[config.mk]
export PLATFORM = sky130hd
export DESIGN_NAME = ehm_top
export DESIGN_NICKNAME = d
export VERILOG_FILES = /design/src/core/ehm_clk_div.v /design/src/core/ehm_hash_filter.v /design/src/core/ehm_top.v
export VERILOG_INCLUDE_DIRS = /design/src /design/src/core
export SDC_FILE = /design/constraint.sdc
export NUM_CORES = 1
export LEC_CHECK = 0
export ABC_CLOCK_PERIOD_IN_PS = 11150
export BUFFER_PORTS_ARGS = -buffer_cell sky130_fd_sc_hd__buf_2
export CORE_ASPECT_RATIO = 1.2
export CORE_UTILIZATION = 55
export CTS_BUF_LIST = sky130_fd_sc_hd__clkbuf_4 sky130_fd_sc_hd__clkbuf_8 sky130_fd_sc_hd__clkbuf_16
export CTS_CLUSTER_SIZE = 20
export DETAILED_ROUTE_END_ITERATION = 10
export GPL_TIMING_DRIVEN = 0
export PLACE_DENSITY = 0.75
export SETUP_SLACK_MARGIN = 0.5
export SLEW_MARGIN = 25
export SYNTH_ARGS = -nofsm -noshare
export SYNTH_HDL_FRONTEND = slang
export SYNTH_HIERARCHICAL = 1
export SYNTH_SLANG_ARGS = --single-unit
[constraint.sdc]
create_clock -name clk_sys -period 11.15 [get_ports clk_sys]
set_clock_uncertainty 0.15 [all_clocks]
set_input_delay 2.23 -clock clk_sys [delete_from_list [all_inputs] [get_ports clk_sys]]
set_output_delay 2.23 -clock clk_sys [all_outputs]
set_load 0.1 [all_outputs]
[src/core/ehm_defs.vh]
// Register offsets, field positions, reset values and timing constants for the hash table and management config
`ifndef EHM_DEFS_VH
`define EHM_DEFS_VH

// Word offsets (byte addresses) of the registers and their set/clear/invert aliases
`define EHM_OFS_HT_LOW 8'h00
`define EHM_OFS_HT_HIGH 8'h10
`define EHM_OFS_MCFG 8'h20
`define EHM_OFS_RXCTL 8'h30
`define EHM_OFS_STAT 8'h40
`define EHM_ALIAS_CLR 2'h1
`define EHM_ALIAS_SET 2'h2
`define EHM_ALIAS_INV 2'h3

// Management configuration fields
`define EHM_MCFG_RST_BIT 15
`define EHM_MCFG_SEL_HI 5
`define EHM_MCFG_SEL_LO 2
`define EHM_MCFG_SUPPRESS_PREAMBLE_BIT 1
`define EHM_MCFG_SCAN_BIT 0
`define EHM_MCFG_MASK 32'h0000803f
`define EHM_MCFG_RESET 32'h00000020

// Receive control fields
`define EHM_RX_EN_BIT 0
`define EHM_RX_HASH_FILTER_ENABLE_BIT 1
`define EHM_RX_PHY_LO 8
`define EHM_RX_PHY_HI 12
`define EHM_RX_MASK 32'h00001f03
`define EHM_RX_RESET 32'h00000001

// Management frame
`define EHM_PREAMBLE_BITS 7'h20
`define EHM_FRAME_BITS 7'h20
`define EHM_MII_REG_ADDR 5'h01

`endif

[src/core/ehm_clk_div.v]
// Management clock divider: turns the select code into a half period and toggles the clock
`timescale 1ns/1ps
module ehm_clk_div (
  clk_sys,
  reset,
  hold,
  sel,
  mdc_o,
  rise_o,
  fall_o
);
  input wire clk_sys;
  input wire reset;
  input wire hold;
  input wire [3:0] sel;
  output reg mdc_o;
  output reg rise_o;
  output reg fall_o;

  reg [4:0] half_w;
  reg [4:0] cnt_r;

  always @* begin
    case (sel)
      4'h0, 4'h1: half_w = 5'h02;
      4'h2: half_w = 5'h03;
      4'h3: half_w = 5'h04;
      4'h4: half_w = 5'h05;
      4'h5: half_w = 5'h07;
      4'h6: half_w = 5'h0a;
      4'h7: half_w = 5'h0e;
      4'h8: half_w = 5'h14;
      4'h9: half_w = 5'h18;
      4'ha: half_w = 5'h19;
      // Undefined codes fall back to the slowest rate, the safest for any PHY
      default: half_w = 5'h19;
    endcase
  end

  always @(posedge clk_sys or posedge reset) begin
    if (reset) begin
      cnt_r <= 5'h00;
      mdc_o <= 1'b0;
      rise_o <= 1'b0;
      fall_o <= 1'b0;
    end else if (hold) begin
      cnt_r <= 5'h00;
      mdc_o <= 1'b0;
      rise_o <= 1'b0;
      fall_o <= 1'b0;
    end else if (cnt_r >= half_w - 5'h01) begin
      cnt_r <= 5'h00;
      mdc_o <= ~mdc_o;
      rise_o <= ~mdc_o;
      fall_o <= mdc_o;
    end else begin
      cnt_r <= cnt_r + 5'h01;
      rise_o <= 1'b0;
      fall_o <= 1'b0;
    end
  end
endmodule // ehm_clk_div

[src/core/ehm_hash_filter.v]
// Receive hash lookup: one table bit per destination hash index
`timescale 1ns/1ps
module ehm_hash_filter (
  clk_sys,
  reset,
  table_i,
  enable_i,
  idx_valid,
  idx,
  hit_o
);
  input wire clk_sys;
  input wire reset;
  input wire [63:0] table_i;
  input wire enable_i;
  input wire idx_valid;
  input wire [5:0] idx;
  output reg hit_o;

  always @(posedge clk_sys or posedge reset) begin
    if (reset)
      hit_o <= 1'b0;
    else
      hit_o <= idx_valid & enable_i & table_i[idx];
  end
endmodule // ehm_hash_filter

[src/core/ehm_top.v]
// Hash table and management configuration registers with the management serial engine
//
// Behaviour
// - 64-bit receive hash table in two words, bytes 0-3 low, bytes 4-7 high.
// - Hash table only steers receive filtering, never transmit.
// - Management soft reset bit set holds the management engine in reset.
// - Suppress preamble drops the 32-bit preamble from management cycles.
// - Scan increment reads PHY 1 up to the target address, else one PHY repeatedly.
// - Divider select 000x/0010/0011/0100 divide by 4/6/8/10.
// - Select 0101..1010 divide by 14/20/28/40/48/50; other codes undefined.
// - 16- and 32-bit accesses work, aliases too; 8-bit accesses ignored.
// - Config bits 31-16 and 14-6 read as zero.
//
// Chosen here: the Avalon-MM slave port and the placing of the registers.
`timescale 1ns/1ps
`include "ehm_defs.vh"
module ehm_top (
  clk_sys,
  reset,
  avs_address,
  avs_read,
  avs_write,
  avs_writedata,
  avs_byteenable,
  avs_readdata,
  avs_waitrequest,
  rx_hash_valid,
  rx_hash_index,
  rx_hash_hit,
  mdc,
  mdio_i,
  mdio_o,
  mdio_oe,
  scan_data,
  scan_phy,
  scan_valid
);
  input wire clk_sys;
  input wire reset;
  input wire [7:0] avs_address;
  input wire avs_read;
  input wire avs_write;
  input wire [31:0] avs_writedata;
  input wire [3:0] avs_byteenable;
  output reg [31:0] avs_readdata;
  output reg avs_waitrequest;
  input wire rx_hash_valid;
  input wire [5:0] rx_hash_index;
  output wire rx_hash_hit;
  output reg mdc;
  input wire mdio_i;
  output reg mdio_o;
  output reg mdio_oe;
  output reg [15:0] scan_data;
  output reg [4:0] scan_phy;
  output reg scan_valid;

  localparam ST_IDLE = 4'b0001;
  localparam ST_PRE = 4'b0010;
  localparam ST_HDR = 4'b0100;
  localparam ST_DATA = 4'b1000;

  ////////////////////////////////////////////////////////////////////////
  // Register bus

  reg [31:0] ht_low_r;
  reg [31:0] ht_high_r;
  reg [31:0] mcfg_r;
  reg [31:0] rxctl_r;
  reg ack_r;
  reg [31:0] wmask;
  reg [31:0] cur;
  reg [31:0] wval;
  reg [31:0] rd_nxt;
  reg sel_ok;
  wire [1:0] alias_w;
  wire [7:0] base_w;
  wire size_ok;
  wire req;
  wire [4:0] stat_phy;
  wire busy;

  assign alias_w = avs_address[3:2];
  assign base_w = {avs_address[7:4], 4'h0};
  assign req = (avs_read | avs_write) & ~ack_r;
  // Only whole halfwords or the whole word count; single bytes are dropped
  assign size_ok = (avs_byteenable == 4'hf) | (avs_byteenable == 4'h3) | (avs_byteenable == 4'hc);

  always @* begin
    wmask = {{8{avs_byteenable[3]}}, {8{avs_byteenable[2]}}, {8{avs_byteenable[1]}}, {8{avs_byteenable[0]}}};
    sel_ok = 1'b1;
    case (base_w)
      `EHM_OFS_HT_LOW: cur = ht_low_r;
      `EHM_OFS_HT_HIGH: cur = ht_high_r;
      `EHM_OFS_MCFG: cur = mcfg_r;
      `EHM_OFS_RXCTL: cur = rxctl_r;
      `EHM_OFS_STAT: cur = {26'h0000000, stat_phy, busy};
      default: begin
        cur = 32'h00000000;
        sel_ok = 1'b0;
      end
    endcase
    case (alias_w)
      `EHM_ALIAS_CLR: wval = cur & ~(avs_writedata & wmask);
      `EHM_ALIAS_SET: wval = cur | (avs_writedata & wmask);
      `EHM_ALIAS_INV: wval = cur ^ (avs_writedata & wmask);
      default: wval = (cur & ~wmask) | (avs_writedata & wmask);
    endcase
    rd_nxt = (sel_ok & size_ok) ? cur : 32'h00000000;
  end

  wire wr_go;
  // The write lands at the edge where the master sees waitrequest low, so an alias is applied once
  assign wr_go = ack_r & avs_write & size_ok;

  always @(posedge clk_sys or posedge reset) begin
    if (reset) begin
      ht_low_r <= 32'h00000000;
      ht_high_r <= 32'h00000000;
      mcfg_r <= `EHM_MCFG_RESET;
      rxctl_r <= `EHM_RX_RESET;
      ack_r <= 1'b0;
      avs_waitrequest <= 1'b1;
      avs_readdata <= 32'h00000000;
    end else begin
      // One wait cycle: the request is answered on the second edge after it rises
      ack_r <= req;
      avs_waitrequest <= ~req;
      if (req & avs_read)
        avs_readdata <= rd_nxt;
      if (wr_go) begin
        case (base_w)
          `EHM_OFS_HT_LOW: ht_low_r <= wval;
          `EHM_OFS_HT_HIGH: ht_high_r <= wval;
          `EHM_OFS_MCFG: mcfg_r <= wval & `EHM_MCFG_MASK;
          `EHM_OFS_RXCTL: rxctl_r <= wval & `EHM_RX_MASK;
          default: ;
        endcase
      end
    end
  end

  ////////////////////////////////////////////////////////////////////////
  // Receive hash filter

  wire hash_en;
  assign hash_en = rxctl_r[`EHM_RX_HASH_FILTER_ENABLE_BIT] & rxctl_r[`EHM_RX_EN_BIT];

  ehm_hash_filter u_hash (
    .clk_sys(clk_sys),
    .reset(reset),
    .table_i({ht_high_r, ht_low_r}),
    .enable_i(hash_en),
    .idx_valid(rx_hash_valid),
    .idx(rx_hash_index),
    .hit_o(rx_hash_hit)
  );

  ////////////////////////////////////////////////////////////////////////
  // Management clock and scanning read engine

  wire mgmt_rst;
  wire mdc_w;
  wire rise_w;
  wire fall_w;
  wire [4:0] tgt_phy;
  assign mgmt_rst = mcfg_r[`EHM_MCFG_RST_BIT];
  assign tgt_phy = rxctl_r[`EHM_RX_PHY_HI:`EHM_RX_PHY_LO];

  ehm_clk_div u_div (
    .clk_sys(clk_sys),
    .reset(reset),
    .hold(mgmt_rst),
    .sel(mcfg_r[`EHM_MCFG_SEL_HI:`EHM_MCFG_SEL_LO]),
    .mdc_o(mdc_w),
    .rise_o(rise_w),
    .fall_o(fall_w)
  );

  reg [3:0] st_r;
  reg [6:0] bit_r;
  reg [4:0] phy_r;
  reg [15:0] shreg_r;
  reg [31:0] frame_r;
  wire [4:0] next_phy;
  assign busy = ~st_r[0];
  assign stat_phy = phy_r;
  // Address 0 is a broadcast on many PHYs, so a scan never visits it
  assign next_phy = (~mcfg_r[`EHM_MCFG_SCAN_BIT] | (phy_r >= tgt_phy)) ?
    (mcfg_r[`EHM_MCFG_SCAN_BIT] ? 5'h01 : tgt_phy) : phy_r + 5'h01;

  always @(posedge clk_sys or posedge reset) begin
    if (reset) begin
      st_r <= ST_IDLE;
      bit_r <= 7'h00;
      phy_r <= 5'h00;
      shreg_r <= 16'h0000;
      frame_r <= 32'h00000000;
      mdc <= 1'b0;
      mdio_o <= 1'b1;
      mdio_oe <= 1'b0;
      scan_data <= 16'h0000;
      scan_phy <= 5'h00;
      scan_valid <= 1'b0;
    end else if (mgmt_rst) begin
      st_r <= ST_IDLE;
      bit_r <= 7'h00;
      phy_r <= 5'h00;
      mdc <= 1'b0;
      mdio_o <= 1'b1;
      mdio_oe <= 1'b0;
      scan_valid <= 1'b0;
    end else begin
      mdc <= mdc_w;
      scan_valid <= 1'b0;
      case (st_r)
        ST_IDLE: begin
          if (fall_w) begin
            phy_r <= next_phy;
            // Read frame: start, read op, PHY, register, turnaround
            frame_r <= {2'b01, 2'b10, next_phy, `EHM_MII_REG_ADDR, 2'b11, 16'h0000};
            bit_r <= 7'h00;
            // Line stays released for this one bit, so the preamble holds exactly 32 ones
            mdio_oe <= 1'b0;
            mdio_o <= 1'b1;
            st_r <= mcfg_r[`EHM_MCFG_SUPPRESS_PREAMBLE_BIT] ? ST_HDR : ST_PRE;
          end
        end
        ST_PRE: begin
          if (fall_w) begin
            mdio_oe <= 1'b1;
            mdio_o <= 1'b1;
            if (bit_r == `EHM_PREAMBLE_BITS - 7'h01) begin
              bit_r <= 7'h00;
              st_r <= ST_HDR;
            end else
              bit_r <= bit_r + 7'h01;
          end
        end
        ST_HDR: begin
          if (fall_w) begin
            mdio_o <= frame_r[31];
            frame_r <= {frame_r[30:0], 1'b0};
            // Release the line for the turnaround and the PHY's data
            mdio_oe <= (bit_r < 7'h0e);
            // One fall past the turnaround, so the first data rise samples bit 16
            if (bit_r == 7'h10) begin
              bit_r <= 7'h00;
              st_r <= ST_DATA;
            end else
              bit_r <= bit_r + 7'h01;
          end
        end
        ST_DATA: begin
          mdio_oe <= 1'b0;
          if (rise_w) begin
            shreg_r <= {shreg_r[14:0], mdio_i};
            if (bit_r == 7'h0f) begin
              scan_data <= {shreg_r[14:0], mdio_i};
              scan_phy <= phy_r;
              scan_valid <= 1'b1;
              bit_r <= 7'h00;
              st_r <= ST_IDLE;
            end else
              bit_r <= bit_r + 7'h01;
          end
        end
        default: st_r <= ST_IDLE;
      endcase
    end
  end
endmodule // ehm_top

# After elaboration in Yosys (flattened, before gate mapping)
# Memory sizes are Yosys's and may differ from the RTL's.
# Index checks and enable logic that the tools add are counted.
[op_classes]
addsub = 4
n_lt_le_gt_ge = 4
n_eq_ne = 27
n_mux = 54
n_bitwise = 26
reduce_logical = 21
[ops]
columns = ["op", "count"]
rows = [
  ["$pmux 32 s5", 1],
  ["$and 32x32->32", 3],
  ["$mux 32", 3],
  ["$pmux 32 s3", 1],
  ["$not 32->32", 2],
  ["$or 32x32->32", 2],
  ["$pmux 32 s2", 1],
  ["$mux 7", 8],
  ["$mux 5", 7],
  ["$mux 4", 8],
  ["$xor 32x32->32", 1],
  ["$pmux 7 s4", 1],
  ["$mux 1", 19],
  ["$eq 4x2->1 const B", 4],
  ["$pmux 4 s4", 1],
  ["$eq 7x5->1 const B", 2],
  ["$eq 4x4->1 const B", 3],
  ["$ne 3x2->1 const B", 4],
  ["$reduce_and 4->1", 3],
  ["$add 5x1->5 const B", 2],
  ["$ge 5x5->1", 2],
  ["$reduce_and 2->1", 5],
  ["$ne 3x3->1 const B", 3],
  ["$and 1x1->1", 8],
  ["26 further kinds", 42],
]
[totals]
regBits = 209
rom_bits = 80
output_inout_bits = 59
elab_cells = 160
n_memories = 1
[mem_list]
columns = ["memory", "depth", "word_bits", "rd", "rd_ports_with_merged_regs", "write_ports", "line_no", "source"]
rows = [
  ["(no name shown)", 16, 5, 1, 0, 0, "ehm_clk_div.v:24", "case (sel)"],
]

# Logic depth before layout (Yosys ltp)
[depth]
ltp_word = 6
ltp_mapped = 10
mapped_depth_nobuf = 10

# Modules after synthesis
# Netlist, hierarchy kept.
[by_module_without_submodules]
columns = ["mod", "n_inst", "cells_each", "area_per_inst_um2"]
rows = [
  ["ehm_top", 1, 907, 9467.8],
  ["ehm_hash_filter", 1, 42, 599.3],
  ["ehm_clk_div", 1, 59, 580.6],
]

# Least setup slack after synthesis
# No wires, ideal clock.
[synth_timing]
path_kind = "input -> register"
from = "input avs_address[4]"
to = "register rxctl_r[1]"
arrival_time_ns = 4.036
t_required_ns = 10.875
path_slack_ns = 6.839
cell_stages = 10
n_path_buf = 1
cell_sequence = "buf_2 -> mux2_2 -> a222oi_1 -> inv_1 -> ha_1 -> nand2_1 -> o211ai_1 -> o21ai_0 -> a21o_1 -> mux2_2"
[synth_between]
elab_chain_cells = 5
word_cells_on_any_way = 13
[synth_rtl]
columns = ["element", "line_no", "source"]
rows = [
  ["start, declared", "ehm_top.v:40", "input wire [7:0] avs_address;"],
  ["$eq 4x3->1, or another cell as far along", "ehm_top.v:92", "case (base_w)"],
  ["$pmux 32 s5", "ehm_top.v:92", ""],
  ["$and 32x32->32", "ehm_top.v:107", "default: wval = (cur & ~wmask) | (avs_writedata & wmask);"],
  ["$or 32x32->32", "ehm_top.v:107", ""],
  ["$pmux 32 s3", "ehm_top.v:103", "case (alias_w)"],
  ["end signal, assigned", "ehm_top.v:121", "rxctl_r <= `EHM_RX_RESET;"],
  ["end signal, assigned", "ehm_top.v:136", "`EHM_OFS_RXCTL: rxctl_r <= wval & `EHM_RX_MASK;"],
  ["end, declared", "ehm_top.v:69", "reg [31:0] rxctl_r;"],
]
# Several ways; a longest one is shown, not always the timed one.
# A chain may end at the register's enable or synchronous reset.

# Worst setup path in the final report
[layout_timing]
from = "input avs_byteenable[3]"
to = "register ht_high_r[1]"
[layout_between]
elab_chain_cells = 5
word_cells_on_any_way = 7
[layout_rtl]
columns = ["element", "line_no", "source"]
rows = [
  ["start, declared", "ehm_top.v:44", "input wire [3:0] avs_byteenable;"],
  ["$eq 4x4->1 / $eq 4x2->1 (equally long branches)", "ehm_top.v:87", "assign size_ok = (avs_byteenable == 4'hf) | (avs_byteenable == 4'h3) | (avs_byteenable == 4'hc);"],
  ["$or 1x1->1", "ehm_top.v:87", ""],
  ["$or 1x1->1 *", "ehm_top.v:87", ""],
  ["$and 1x1->1 *", "ehm_top.v:114", "assign wr_go = ack_r & avs_write & size_ok;"],
  ["$reduce_and 2->1 (no source line) *", "n/a", ""],
  ["end signal, assigned", "ehm_top.v:134", "`EHM_OFS_HT_HIGH: ht_high_r <= wval;"],
  ["end, declared", "ehm_top.v:67", "reg [31:0] ht_high_r;"],
]
# Every way passes the cells marked *; elsewhere a longest branch is shown, timed or not.

==> results.md <==
Pwr:
- The total power density per cell area is ~150 mW/mm2.
- The sum of internal, switching and leakage power is approximately 1.9 mW.
- In this run the static leakage power is approximately 6 nW.
- The worst-case vdd ir drop is between 0.0001 and 0.00015 V.

Setup path:
- In this run the worst path has a maximum fanout of 10.
- STA puts the critical path data required time at 11.33 ns.
- The critical path launch point type is an input pin.
- For flop-to-flop paths, the worst setup slack is ~8.4 ns.
- The critical path in this run is classified as in2reg.
- The element type at the critical path end is a register.
- For the worst setup path, the data arrival time is about 4.7 ns.

Logic synthesis:
- Of the post-synthesis cell area, the part taken by muxes is between 10% and 20%.
- The share of the synthesized area in compound gates (AO/OA/AOI/OAI) is ~17%.
- The synthesized netlist contains slightly above 70 unique library cells.
- The share of flip-flops with an asynchronous set or reset is 100%.
- The largest total area in the synthesized netlist belongs to sky130_fd_sc_hd__dfrtp_1.
- The count of yosys warnings during synthesis is 6.
- Counting instances in the post-synthesis netlist gives the leading cell types as sky130_fd_sc_hd__dfrtp_1 (188), sky130_fd_sc_hd__nand2_1 (138), sky130_fd_sc_hd__o21ai_0 (104).
- The adder and majority cell fraction of the synthesized area is under 10%.
- In the post-synthesis netlist, the biggest area contributors are sky130_fd_sc_hd__dfrtp_1 (44%), sky130_fd_sc_hd__mux2_2 (5.6%), sky130_fd_sc_hd__ha_1 (5.5%).
- The synthesized area is between 0.01 and 0.015 mm2.
- Summed over its instances, the top area cell type makes up about 44% of the synthesized netlist area.
- The number of enable flip-flop cells after synthesis is 0.
- Synthesis produced a netlist with a net count of ~1100.
- Averaged over all synthesized cells, the footprint is ~11 um2.
- Summing the areas of all xor and xnor instances in the mapped netlist gives less than 1% of the synthesized area.
- The library cell with the highest instance count after synthesis is sky130_fd_sc_hd__dfrtp_1.
- The fraction of the mapped netlist area in simple logic gates is 12.3%.
- The proportion of synthesized chip area in sequential cells is between 40% and 50%.
- By area, the combinational part of the netlist is dominated by compound AO/OA/AOI/OAI gates.
- The cell count after synthesis is slightly above 1000.
- The predominant post-synthesis flop cell is sky130_fd_sc_hd__dfrtp_1.
- The flip-flop and latch count after synthesis is 193.

CTS:
- In this run, post-CTS hold repair placed 0 buffers.
- In this run, post-CTS repair resized a total of 0 instances.
- CTS saw slightly below 200 sinks.
- TritonCTS built the clock tree.
- The buffer depth of the longest clock path is 2.
- The later pin in the worst-skew pair is clocked with a latency of roughly 0.44 ns.
- The post-CTS repair timing setup buffer count is 0.
- The cell sitting at the root of the clock tree is a sky130_fd_sc_hd__clkbuf_16.
- Clock-pin slew was measured on the worst setup and hold paths at 0.07 ns.
- CTS built an H-tree with a depth of 4.
- The number of buffers created by CTS is 17.

Drt:
- The post-detailed-route wirelength per cell is about 20 um.
- The iteration-0 DRC count of the detailed router is between 600 and 700.
- The via count is 8633.
- After detailed routing, the total wire length is around 28 mm.
- Using the TritonRoute via totals, the vias-per-cell ratio works out to about 6.2.
- The number of design rule violations left after detail routing is 0.
- Once detail routing completed, the nets flagged for antenna violations numbered 0.
- The detailed-router iteration count before antenna repair is 5.

STA:
- Based on the critical path, the design can be clocked at up to ~0.22 GHz.
- For the pin with the worst max-slew slack, the measured transition is between 0.9 and 1 ns.
- The time the final worst path needs with I/O delays and setup is between 4 and 5 ns.
- The total count of hold-check failures in the final report is 0.
- The number of pins with negative max-slew slack in the final report was 0.
- The worst path uses 40.3% of the clock period.
- Setup violations remaining at the end of the flow were counted as 0.
- Setup repair after global routing left no endpoint under its margin.
- After routing, the total negative slack on setup checks comes to 0 ns.
- The worst max-slew margin expressed relative to the limit is about 33%.

Finish:
- The sequential cell area in the final layout is between 0.004 and 0.005 mm2.
- The post-route cell area is ~0.012 mm2.
- The non-filler instance count after layout is 1403.
- The layout overhead on the synthesized area is 14.3%.
- The layout filler cell count is between 1500 and 2000.
- The net count of the finished layout is around 1200.
- Summing all multi-input logic gate instances after layout gives ~0.0054 mm2.
- The post-route netlist has between 20% and 30% of its cells at a drive strength greater than 1.

Floorplan:
- For this design the top-level I/O count stands at about 120.
- The region available for standard cell placement spans approximately 0.019 mm2.
- The overall die area is ~0.02 mm2.
- The starting density of the core is between 50% and 60%.
- In this run the vertical extent of the chip is 154 um.
- The die outline width is ~130 um.
- The row count is 55.

Place:
- At the end of routability-driven placement, the weighted congestion stood at just over 0.9.
- Once placement finished, the instance area stood at about 0.012 mm2.
- The count of buffers inserted at the top-level ports is ~100.
- The cell total after placement is about 1400.
- The HPWL after detailed placement is about 21 mm.

Hold path:
- The min-delay analysis places its worst path in the category reg2reg.

GRT:
- The overall routing resource usage is approximately 30%.
- The via count of the first global-routing pass was about 8600.
- The largest net degree at the start of global routing is 75.
- The first global-routing pass estimated 45.4 mm of wire.
- The final global-route overflow total is 0.
- The initial antenna violation count is 1.

Flow run:
- The tool flagged a number of max-cap violations equal to 0.

Outcome:
- The run finished with clean final reports.
-- cell usage in the layout, fill, tap and decap left out, types with 5 or more instances in the layout --
cell                        instances
sky130_fd_sc_hd__nand3_1            8
sky130_fd_sc_hd__dfrtp_1          188
sky130_fd_sc_hd__a221oi_1          27
sky130_fd_sc_hd__mux4_2            12
sky130_fd_sc_hd__ha_1              47
sky130_fd_sc_hd__inv_8              5
sky130_fd_sc_hd__o21ai_0          104
sky130_fd_sc_hd__o22ai_1            5
sky130_fd_sc_hd__a21o_1            23
sky130_fd_sc_hd__nand2_1          138
sky130_fd_sc_hd__a22o_1            43
sky130_fd_sc_hd__or3_1              5
sky130_fd_sc_hd__o2bb2ai_1          6
sky130_fd_sc_hd__dfstp_2            5
sky130_fd_sc_hd__nor2_1            41
sky130_fd_sc_hd__nand2b_1          10
sky130_fd_sc_hd__clkbuf_1          42
sky130_fd_sc_hd__nor2b_1            9
sky130_fd_sc_hd__mux4_1             5
sky130_fd_sc_hd__inv_1             27
sky130_fd_sc_hd__buf_1             11
sky130_fd_sc_hd__xor2_1             6
sky130_fd_sc_hd__clkbuf_16         17
sky130_fd_sc_hd__a31oi_1            5
sky130_fd_sc_hd__nor3_1             9
sky130_fd_sc_hd__a21oi_1           13
sky130_fd_sc_hd__o31ai_1            8
sky130_fd_sc_hd__buf_2            118
sky130_fd_sc_hd__mux2_1            19
sky130_fd_sc_hd__o211ai_1           6
sky130_fd_sc_hd__mux2i_1           35
sky130_fd_sc_hd__mux2_2            53
-- layer usage --
layer | vias to the layer above | part of all wire, % | track usage [%] | routed length (um)
met5 | - | 0 | 0 | 0
met4 | 0 | 4.5 | 15.5 | 1250
met3 | 88 | 5.5 | 5.36 | 1520
met2 | 322 | 49 | 49.3 | 13700
met1 | 4261 | 41 | 37.2 | 11400
li1 | 3962 | - | - | -
-- registers in the layout, indices dropped and copies added (netlist names), 7 cells and up --
name,flops
frame_r,16
bit_r,7
rxctl_r,7
ht_high_r,32
scan_data,16
shreg_r,15
ht_low_r,32
avs_readdata,32
mcfg_r,7
-- path summary, 6_finish.rpt --
kind                                        start               to  cells past startpoint
max in group asynchronous                   reset           mdio_o                      3
worst min-delay path              avs_readdata[5]  avs_readdata[5]                      2
worst min register to register    avs_readdata[5]  avs_readdata[5]                      2
min in group asynchronous                   reset     u_hash/hit_o                      2
worst max register to register           bit_r[1]          st_r[2]                      7
worst max-delay path            avs_byteenable[3]     ht_high_r[1]                      7
-- cell families (layout without fill, tap and decap cells) --
family	Yosys count	in the layout
compound gates	269	269
simple gates	267	267
flops	193	193
mux	124	124
buf+inv	99	237
fa+ha+maj	47	47
xor+xnor	9	9
other cells	0	1
-- power by group --
part           internal, mW  switching (mW)  total, mW
Sequential            0.769          0.0599      0.829
Clock                 0.344           0.293      0.638
Combinational         0.166           0.248      0.414
Total                  1.28           0.601       1.88
-- critical path, stage by stage --
cell and delay, ns:
sky130_fd_sc_hd__clkbuf_1 0.44, sky130_fd_sc_hd__nor4bb_1 0.13, sky130_fd_sc_hd__a31o_2 0.28, sky130_fd_sc_hd__nand4_1 0.13, sky130_fd_sc_hd__clkbuf_1 0.50, sky130_fd_sc_hd__clkbuf_1 0.53
sky130_fd_sc_hd__mux2_2 0.41
-- per-stage QoR --
stage / util [%] / hold slack (ns) / worst slack, ns
after floorplan: - / 0.301 / 3.78
after global placement: 60.7 / 0.312 / 1.63
after detailed placement: 61.1 / 0.316 / 6.31
after CTS: 64.3 / 0.332 / 6.76
after global routing: 64.3 / 0.348 / 6.58
final: 64.3 / 0.329 / 6.66
-- final cells by class --
cell class / instances / share of cell area (%)
clock buffers: 18 / 3.61
plain buffers: 71 / 2.58
multi-input cells: 716 / 44.4
clock inverters: 14 / 1.39
diodes: 1 / 0.0206
repair buffers: 106 / 4.73
flip-flops and latches: 193 / 39.7
inverters: 28 / 0.925
well taps: 256 / 2.63
No activity file was read; power rests on OpenSTA's default activity.
